### config.mk
export PLATFORM = sky130hd
export DESIGN_NAME = integrated_request_controller_ctrl
export DESIGN_NICKNAME = d
export VERILOG_FILES = /design/src/integrated_request_controller_pkg.sv /design/src/integrated_request_controller_chan_if.sv /design/src/integrated_request_controller_chan_qual.sv /design/src/integrated_request_controller_ctrl.sv
export VERILOG_INCLUDE_DIRS = /design/src
export SDC_FILE = /design/constraint.sdc
export NUM_CORES = 1
export LEC_CHECK = 0
export BUFFER_PORTS_ARGS = -buffer_cell sky130_fd_sc_hd__buf_2
export CAP_MARGIN = 10
export CORE_MARGIN = 2
export CORE_UTILIZATION = 60
export DETAILED_ROUTE_END_ITERATION = 10
export PLACE_DENSITY = 0.79
export SLEW_MARGIN = 5
export SYNTH_ARGS = -nofsm -noshare
export SYNTH_HDL_FRONTEND = slang
export SYNTH_SLANG_ARGS = --single-unit
export TNS_END_PERCENT = 10
### constraint.sdc
create_clock -name clock -period 5.25 [get_ports clock]
set_input_delay 0.2625 -clock clock [delete_from_list [all_inputs] [get_ports clock]]
set_output_delay 0.2625 -clock clock [all_outputs]
set_load 0.01 [all_outputs]
### src/integrated_request_controller_consts.svh
`ifndef INTEGRATED_REQUEST_CONTROLLER_CONSTS_SVH
`define INTEGRATED_REQUEST_CONTROLLER_CONSTS_SVH

// Register word offsets in the alternate space (byte addresses)
`define INTEGRATED_REQUEST_CONTROLLER_OFF_TRIG_UPPER 6'h00
`define INTEGRATED_REQUEST_CONTROLLER_OFF_TRIG_LOWER 6'h04
`define INTEGRATED_REQUEST_CONTROLLER_OFF_PEND_VIEW 6'h08
`define INTEGRATED_REQUEST_CONTROLLER_OFF_PEND_CLEAR 6'h0C
`define INTEGRATED_REQUEST_CONTROLLER_OFF_MASK 6'h10
`define INTEGRATED_REQUEST_CONTROLLER_OFF_LEVEL 6'h14

// Field positions
`define INTEGRATED_REQUEST_CONTROLLER_MASK_OUT_BIT 0
`define INTEGRATED_REQUEST_CONTROLLER_LEVEL_CLR_BIT 4

// Reset values
`define INTEGRATED_REQUEST_CONTROLLER_RST_TRIG 16'h0000
`define INTEGRATED_REQUEST_CONTROLLER_RST_MASK 16'h0000
`define INTEGRATED_REQUEST_CONTROLLER_RST_PEND 15'h0000
`define INTEGRATED_REQUEST_CONTROLLER_RST_LEVEL 4'h0

// Sampling defaults
`define INTEGRATED_REQUEST_CONTROLLER_SAMPLE_DIV 2
`define INTEGRATED_REQUEST_CONTROLLER_LEVEL_SAMPLES 2
`define INTEGRATED_REQUEST_CONTROLLER_EDGE_PRIOR_SAMPLES 1

`endif

### src/integrated_request_controller_pkg.sv
package integrated_request_controller_pkg;
    // Per-channel trigger qualification
    typedef enum logic [1:0] {
        INTEGRATED_REQUEST_CONTROLLER_TRIG_HIGH = 2'h0,
        INTEGRATED_REQUEST_CONTROLLER_TRIG_LOW = 2'h1,
        INTEGRATED_REQUEST_CONTROLLER_TRIG_RISE = 2'h2,
        INTEGRATED_REQUEST_CONTROLLER_TRIG_FALL = 2'h3
    } integrated_request_controller_trig_t;
endpackage

### src/integrated_request_controller_chan_if.sv
`timescale 1ns/1ps
// Connects one channel qualifier to the controller core
interface integrated_request_controller_chan_if;
    logic sample_en;
    logic request_in;
    integrated_request_controller_pkg::integrated_request_controller_trig_t mode;
    logic hit;
    modport core (output sample_en, output request_in, output mode, input hit);
    modport qual (input sample_en, input request_in, input mode, output hit);
endinterface

### src/integrated_request_controller_chan_qual.sv
`timescale 1ns/1ps
`include "integrated_request_controller_consts.svh"
// Per-channel sampler and trigger qualifier
module integrated_request_controller_chan_qual #(
    parameter int LEVEL_SAMPLES = `INTEGRATED_REQUEST_CONTROLLER_LEVEL_SAMPLES,
    parameter int PRIOR_SAMPLES = `INTEGRATED_REQUEST_CONTROLLER_EDGE_PRIOR_SAMPLES
) (
    // Clock and reset
    input wire logic clock,
    input wire logic sys_rst,
    // Channel link
    integrated_request_controller_chan_if.qual ch
);
    localparam int CW = $clog2(LEVEL_SAMPLES + PRIOR_SAMPLES + 2) + 1;
    localparam logic [CW-1:0] LVL_N = CW'(LEVEL_SAMPLES);
    localparam logic [CW-1:0] PRI_N = CW'(PRIOR_SAMPLES);
    // Run counters saturate at the larger of the two counts so both tests stay reachable
    localparam int MAX_N = (LEVEL_SAMPLES > PRIOR_SAMPLES) ? LEVEL_SAMPLES : PRIOR_SAMPLES;
    localparam logic [CW-1:0] SAT_N = CW'(MAX_N);

    logic [CW-1:0] hi_run_reg, hi_run_next; // Consecutive high samples
    logic [CW-1:0] lo_run_reg, lo_run_next; // Consecutive low samples
    logic armed_reg, armed_next; // Opposite level seen long enough
    logic hit_reg, hit_next; // One-cycle qualified trigger

    // Run counters, edge arming and qualification
    always_comb begin
        hi_run_next = hi_run_reg;
        lo_run_next = lo_run_reg;
        armed_next = armed_reg;
        hit_next = 1'b0;
        if (ch.sample_en) begin
            if (ch.request_in) begin
                hi_run_next = (hi_run_reg == SAT_N) ? hi_run_reg : hi_run_reg + 1'b1;
                lo_run_next = '0;
            end else begin
                lo_run_next = (lo_run_reg == SAT_N) ? lo_run_reg : lo_run_reg + 1'b1;
                hi_run_next = '0;
            end
            case (ch.mode)
                integrated_request_controller_pkg::INTEGRATED_REQUEST_CONTROLLER_TRIG_HIGH: begin
                    hit_next = ch.request_in && (hi_run_reg + 1'b1 >= LVL_N);
                end
                integrated_request_controller_pkg::INTEGRATED_REQUEST_CONTROLLER_TRIG_LOW: begin
                    hit_next = !ch.request_in && (lo_run_reg + 1'b1 >= LVL_N);
                end
                integrated_request_controller_pkg::INTEGRATED_REQUEST_CONTROLLER_TRIG_RISE: begin
                    hit_next = ch.request_in && armed_reg;
                    armed_next = !ch.request_in && (lo_run_reg + 1'b1 >= PRI_N);
                    if (ch.request_in) armed_next = 1'b0;
                    else if (armed_reg) armed_next = 1'b1;
                end
                integrated_request_controller_pkg::INTEGRATED_REQUEST_CONTROLLER_TRIG_FALL: begin
                    hit_next = !ch.request_in && armed_reg;
                    armed_next = ch.request_in && (hi_run_reg + 1'b1 >= PRI_N);
                    if (!ch.request_in) armed_next = 1'b0;
                    else if (armed_reg) armed_next = 1'b1;
                end
                default: hit_next = 1'b0;
            endcase
        end
    end

    // State registers
    always_ff @(posedge clock) begin
        if (sys_rst) begin
            hi_run_reg <= '0;
            lo_run_reg <= '0;
            armed_reg <= 1'b0;
            hit_reg <= 1'b0;
        end else begin
            hi_run_reg <= hi_run_next;
            lo_run_reg <= lo_run_next;
            armed_reg <= armed_next;
            hit_reg <= hit_next;
        end
    end

    assign ch.hit = hit_reg;
endmodule

### src/integrated_request_controller_ctrl.sv
`timescale 1ns/1ps
`include "integrated_request_controller_consts.svh"
module integrated_request_controller_ctrl #(
    parameter int SAMPLE_DIV = `INTEGRATED_REQUEST_CONTROLLER_SAMPLE_DIV,
    parameter int LEVEL_SAMPLES = `INTEGRATED_REQUEST_CONTROLLER_LEVEL_SAMPLES,
    parameter int PRIOR_SAMPLES = `INTEGRATED_REQUEST_CONTROLLER_EDGE_PRIOR_SAMPLES
) (
    // Clock and reset
    input wire logic clock,
    input wire logic sys_rst,
    // Alternate space register port
    input wire logic reg_sel,
    input wire logic reg_wr,
    input wire logic [5:0] reg_addr,
    input wire logic [31:0] reg_wdata,
    output logic [31:0] reg_rdata,
    // Request inputs, bit n is channel n, bit 0 unused
    input wire logic [15:1] request_in,
    // Level lines to processor
    output logic [3:0] request_level_lines
);
    localparam int DW = $clog2(SAMPLE_DIV + 1);

    logic [15:0] trig_upper_reg, trig_upper_next; // Channels 8-15
    logic [15:0] trig_lower_reg, trig_lower_next; // Channels 1-7
    logic [15:0] mask_reg, mask_next; // Channel masks, bit 0 output mask
    logic [15:1] pend_reg, pend_next; // Request latch
    logic [3:0] level_reg, level_next; // Level latch
    logic [3:0] lines_reg, lines_next; // Masked level output
    logic [31:0] rdata_reg, rdata_next; // Read data
    logic [DW-1:0] div_reg, div_next; // Sample divider
    logic sample_en_reg, sample_en_next; // Sample enable pulse
    logic [15:1] hits; // Qualified triggers
    logic [3:0] enc; // Priority encoder output
    logic [15:0] wmask_view; // Mask applied to latch

    // Sample enable divider
    always_comb begin
        div_next = div_reg + 1'b1;
        sample_en_next = 1'b0;
        if (div_reg == DW'(SAMPLE_DIV - 1)) begin
            div_next = '0;
            sample_en_next = 1'b1;
        end
    end

    always_ff @(posedge clock) begin
        if (sys_rst) begin
            div_reg <= '0;
            sample_en_reg <= 1'b0;
        end else begin
            div_reg <= div_next;
            sample_en_reg <= sample_en_next;
        end
    end

    // Per-channel qualifiers
    genvar gi;
    generate
        for (gi = 1; gi <= 15; gi++) begin : g_ch
            integrated_request_controller_chan_if chif();
            assign chif.sample_en = sample_en_reg;
            assign chif.request_in = request_in[gi];
            assign chif.mode = (gi >= 8) ? integrated_request_controller_pkg::integrated_request_controller_trig_t'(trig_upper_reg[2*(gi-8) +: 2])
                                         : integrated_request_controller_pkg::integrated_request_controller_trig_t'(trig_lower_reg[2*gi +: 2]);
            assign hits[gi] = chif.hit;
            integrated_request_controller_chan_qual #(
                .LEVEL_SAMPLES(LEVEL_SAMPLES),
                .PRIOR_SAMPLES(PRIOR_SAMPLES)
            ) u_qual (
                .clock(clock),
                .sys_rst(sys_rst),
                .ch(chif.qual)
            );
        end
    endgenerate

    // Priority encoder over unmasked pending channels
    always_comb begin
        wmask_view = {pend_reg, 1'b0} & ~mask_reg;
        enc = 4'h0;
        for (int i = 1; i <= 15; i++) begin
            if (wmask_view[i]) enc = 4'(i);
        end
    end

    // Register writes, latches and read mux
    always_comb begin
        trig_upper_next = trig_upper_reg;
        trig_lower_next = trig_lower_reg;
        mask_next = mask_reg;
        pend_next = pend_reg;
        level_next = level_reg;
        rdata_next = 32'h00000000;
        if (reg_sel && reg_wr) begin
            case (reg_addr)
                `INTEGRATED_REQUEST_CONTROLLER_OFF_TRIG_UPPER: trig_upper_next = reg_wdata[15:0];
                `INTEGRATED_REQUEST_CONTROLLER_OFF_TRIG_LOWER: trig_lower_next = {reg_wdata[15:2], 2'h0};
                `INTEGRATED_REQUEST_CONTROLLER_OFF_PEND_CLEAR: pend_next = pend_reg & ~reg_wdata[15:1];
                `INTEGRATED_REQUEST_CONTROLLER_OFF_MASK: mask_next = reg_wdata[15:0];
                default: ;
            endcase
        end
        pend_next = pend_next | hits;
        if (level_reg == 4'h0 || enc > level_reg) begin
            level_next = enc;
        end
        if (reg_sel && reg_wr && reg_addr == `INTEGRATED_REQUEST_CONTROLLER_OFF_LEVEL && reg_wdata[`INTEGRATED_REQUEST_CONTROLLER_LEVEL_CLR_BIT]) begin
            level_next = 4'h0;
        end
        if (reg_sel && !reg_wr) begin
            case (reg_addr)
                `INTEGRATED_REQUEST_CONTROLLER_OFF_PEND_VIEW: rdata_next = {16'h0000, pend_reg, 1'b0};
                `INTEGRATED_REQUEST_CONTROLLER_OFF_LEVEL: rdata_next = {28'h0000000, level_reg};
                default: rdata_next = 32'h00000000;
            endcase
        end
        lines_next = mask_next[`INTEGRATED_REQUEST_CONTROLLER_MASK_OUT_BIT] ? 4'h0 : level_next;
    end

    // Register state
    always_ff @(posedge clock) begin
        if (sys_rst) begin
            trig_upper_reg <= `INTEGRATED_REQUEST_CONTROLLER_RST_TRIG;
            trig_lower_reg <= `INTEGRATED_REQUEST_CONTROLLER_RST_TRIG;
            mask_reg <= `INTEGRATED_REQUEST_CONTROLLER_RST_MASK;
            pend_reg <= `INTEGRATED_REQUEST_CONTROLLER_RST_PEND;
            level_reg <= `INTEGRATED_REQUEST_CONTROLLER_RST_LEVEL;
            lines_reg <= 4'h0;
            rdata_reg <= 32'h00000000;
        end else begin
            trig_upper_reg <= trig_upper_next;
            trig_lower_reg <= trig_lower_next;
            mask_reg <= mask_next;
            pend_reg <= pend_next;
            level_reg <= level_next;
            lines_reg <= lines_next;
            rdata_reg <= rdata_next;
        end
    end

    assign reg_rdata = rdata_reg;
    assign request_level_lines = lines_reg;
endmodule

==> flow_summary.yaml <==
outcome:
  status: "finished clean"
synthesis:
  synthesis.area_um2: 12930
  async_flop_share: 0
  avgSynthCellArea_um2: 8.376
  synth_seq_cells: 238
  synthCells: 1544
  synth_warnings: 0
  ys_seq_area_frac: 0.3684
  ys.flop_type: "dfxtp_1"
  synth-edff-count: 0
  ys_types: 55
clock_tree:
  htree_levels: 1
  cts-resized-gates: 0
  clk_latency_ns: 0.54
  clk_pin_slew_ns: 0.06
  clockBufferDepth: 3
  cts_tree: "built"
  post_cts_buffers: 0
  numCtsBuffers: 27
  root_buffer: "clkbuf_16"
  cts.sinks: 238
  hold_buffers: 0
timing:
  worst_pin_slew_ns: 1.205
  fin_crit_sh: 0.5275
  setup_violations: 0
  rsz0062_at_grt: "no"
  final_hold_viol_count: 0
  relSlewSlack: 0.1956
  clock_skew_ns: 0.02172
  timing.final.crit_period_ns: 2.769
  slew_viol_final: 0
  fin_setup_tns_ns: 0
  fmax_mhz: 361.1
routing:
  vias: 10910
  postRouteAntennaNets: 0
  viasPerCell: 5.834
  wl_per_cell_um: 15.56
  drtIter0Drc: 535
  totalWireLength_um: 29090
  dr.pass1.iters: 5
  drc: 0
global_route:
  grt_max_degree: 115
  overflow: 0
  grtUsageTotal: 0.2509
  antenna_found_initial: 0
  first_global_vias: 9935
  grt_pass1_wl_um: 47320
finish:
  final_cell_mix: "dfxtp_1, nor2_1, a21oi_1, nand2_1, ha_1"
  layout_commonest_cell: "dfxtp_1"
  nets: 1757
  final_area_um2: 14290
  area_delta_synth_final_pct: 10.46
  insertedDiodeCount: 0
  drive_above_1_share: 0.07712
worst_setup_path:
  cp.required_ns: 5.73
  cp.arrival_ns: 3.25
  end_kind: "flip-flop"
  crit_path_cell_trace: "nor2b_1 > a21oi_1 > nand3_1 > o21ai_0 > ha_1 > a211oi_1 > nand2_1 > o211ai_1 > o21ai_0 > a32o_1 > nor2_1"
  cp_max_fo: 4
  worstSetupPathType: "flip-flop to flip-flop"
  slowest_stage: "a32o_1"
  slowest_delay_ns: 0.36
  cp-start-kind: "flip-flop"
  cp_common_cell: "o21ai_0"
die:
  die-area_um2: 22740
  die_h_um: 150.8
  initial_core_util: 0.6133
  design.core.area_um2: 21090
  io_pins: 93
  rows: 53
  die_w_um: 150.8
power:
  p_leak_nw: 5.277
  powerDensity_nw_per_um2: 301.0
  finalPower_mw: 4.300
  vdd_ir_drop_max_v: 0.0002196
placed_design:
  placed_area_um2: 13270
  port_buffers: 60
  dpl.hpwl_um: 19240
  finalWeightedCongestion: 0.8872
worst_hold_path:
  hp-class: "input pin to flip-flop"
run:
  maxCapViolCount: 0
per-layer routing:
layer	part of all wire	global-route usage	vias to the layer above
li1	-	-	5448
met1	0.45	0.3267	5144
met2	0.47	0.4298	250
met3	0.048	0.03163	67
met4	0.032	0.08832	0
met5	0	0	-
cell type report:
type / instances / area (um2)
fill: 1751 / 6803
clock inverter: 17 / 276.5
clock buffer: 32 / 734.5
sequential: 238 / 4766
timing repair buffer: 65 / 344.1
multi-input combinational: 1128 / 7388
tap: 275 / 344.1
inverter: 115 / 431.7
power by group:
group / total (mW) / internal [mW] / switching, mW
clock: 2.11 / 1.34 / 0.765
sequential: 1.86 / 1.83 / 0.0294
combinational: 0.333 / 0.109 / 0.224
total: 4.30 / 3.28 / 1.02
critical path: cells and delay by family (launching register included):
kind,cells,cell delay (ns)
AOI/OAI and AO/OA,6,1.60
adders and majority gates,1,0.33
DFF,1,0.32
and+or+nand+nor,4,0.45
synthesized netlist by cell type (30+ instances only):
master / count / area share
nand3_1: 48 / 0.019
mux2i_1: 46 / 0.036
ha_1: 125 / 0.12
nor2_1: 192 / 0.056
inv_1: 115 / 0.033
xor2_1: 30 / 0.020
xnor2_1: 30 / 0.020
a21oi_1: 140 / 0.054
nand2_1: 127 / 0.037
dfxtp_1: 238 / 0.37
clkbuf_1: 39 / 0.011
nor3_1: 51 / 0.020
o21ai_0: 48 / 0.019
cells by family (layout without fill, tap and decap cells):
family	count (synthesis)	after routing	synth area share
simple gates	572	572	0.2192
compound gates	309	309	0.1498
flops	238	238	0.3684
buf+inv	193	229	0.06511
fa+ha+maj	125	125	0.1209
xor+xnor	60	60	0.04063
mux	46	46	0.03560
other cells	1	16	0.0002900
worst paths after layout:
kind	to	slack, ns	depth (start not counted)	from
setup / recovery	request_level_lines[0]	2.48	11	pend_reg[9]
hold / removal	trig_upper_reg[8]	0.02	3	reg_wdata[8]
setup reg to reg	request_level_lines[0]	2.48	11	pend_reg[9]
hold reg to reg	div_reg[0]	0.44	1	div_reg[0]
stage by stage:
step	util	setup slack (ns)	cells	hold WS (ns)
after floorplan	-	2.931	1559	0.3985
after global placement	0.6295	2.638	1821	0.4150
after detailed placement	0.6295	2.581	1821	0.4304
after CTS	0.6774	2.524	1870	0.007760
after global routing	0.6774	2.258	1870	0.02524
final	0.6774	2.481	1870	0.01864
No activity file was read; power rests on OpenSTA's default activity.
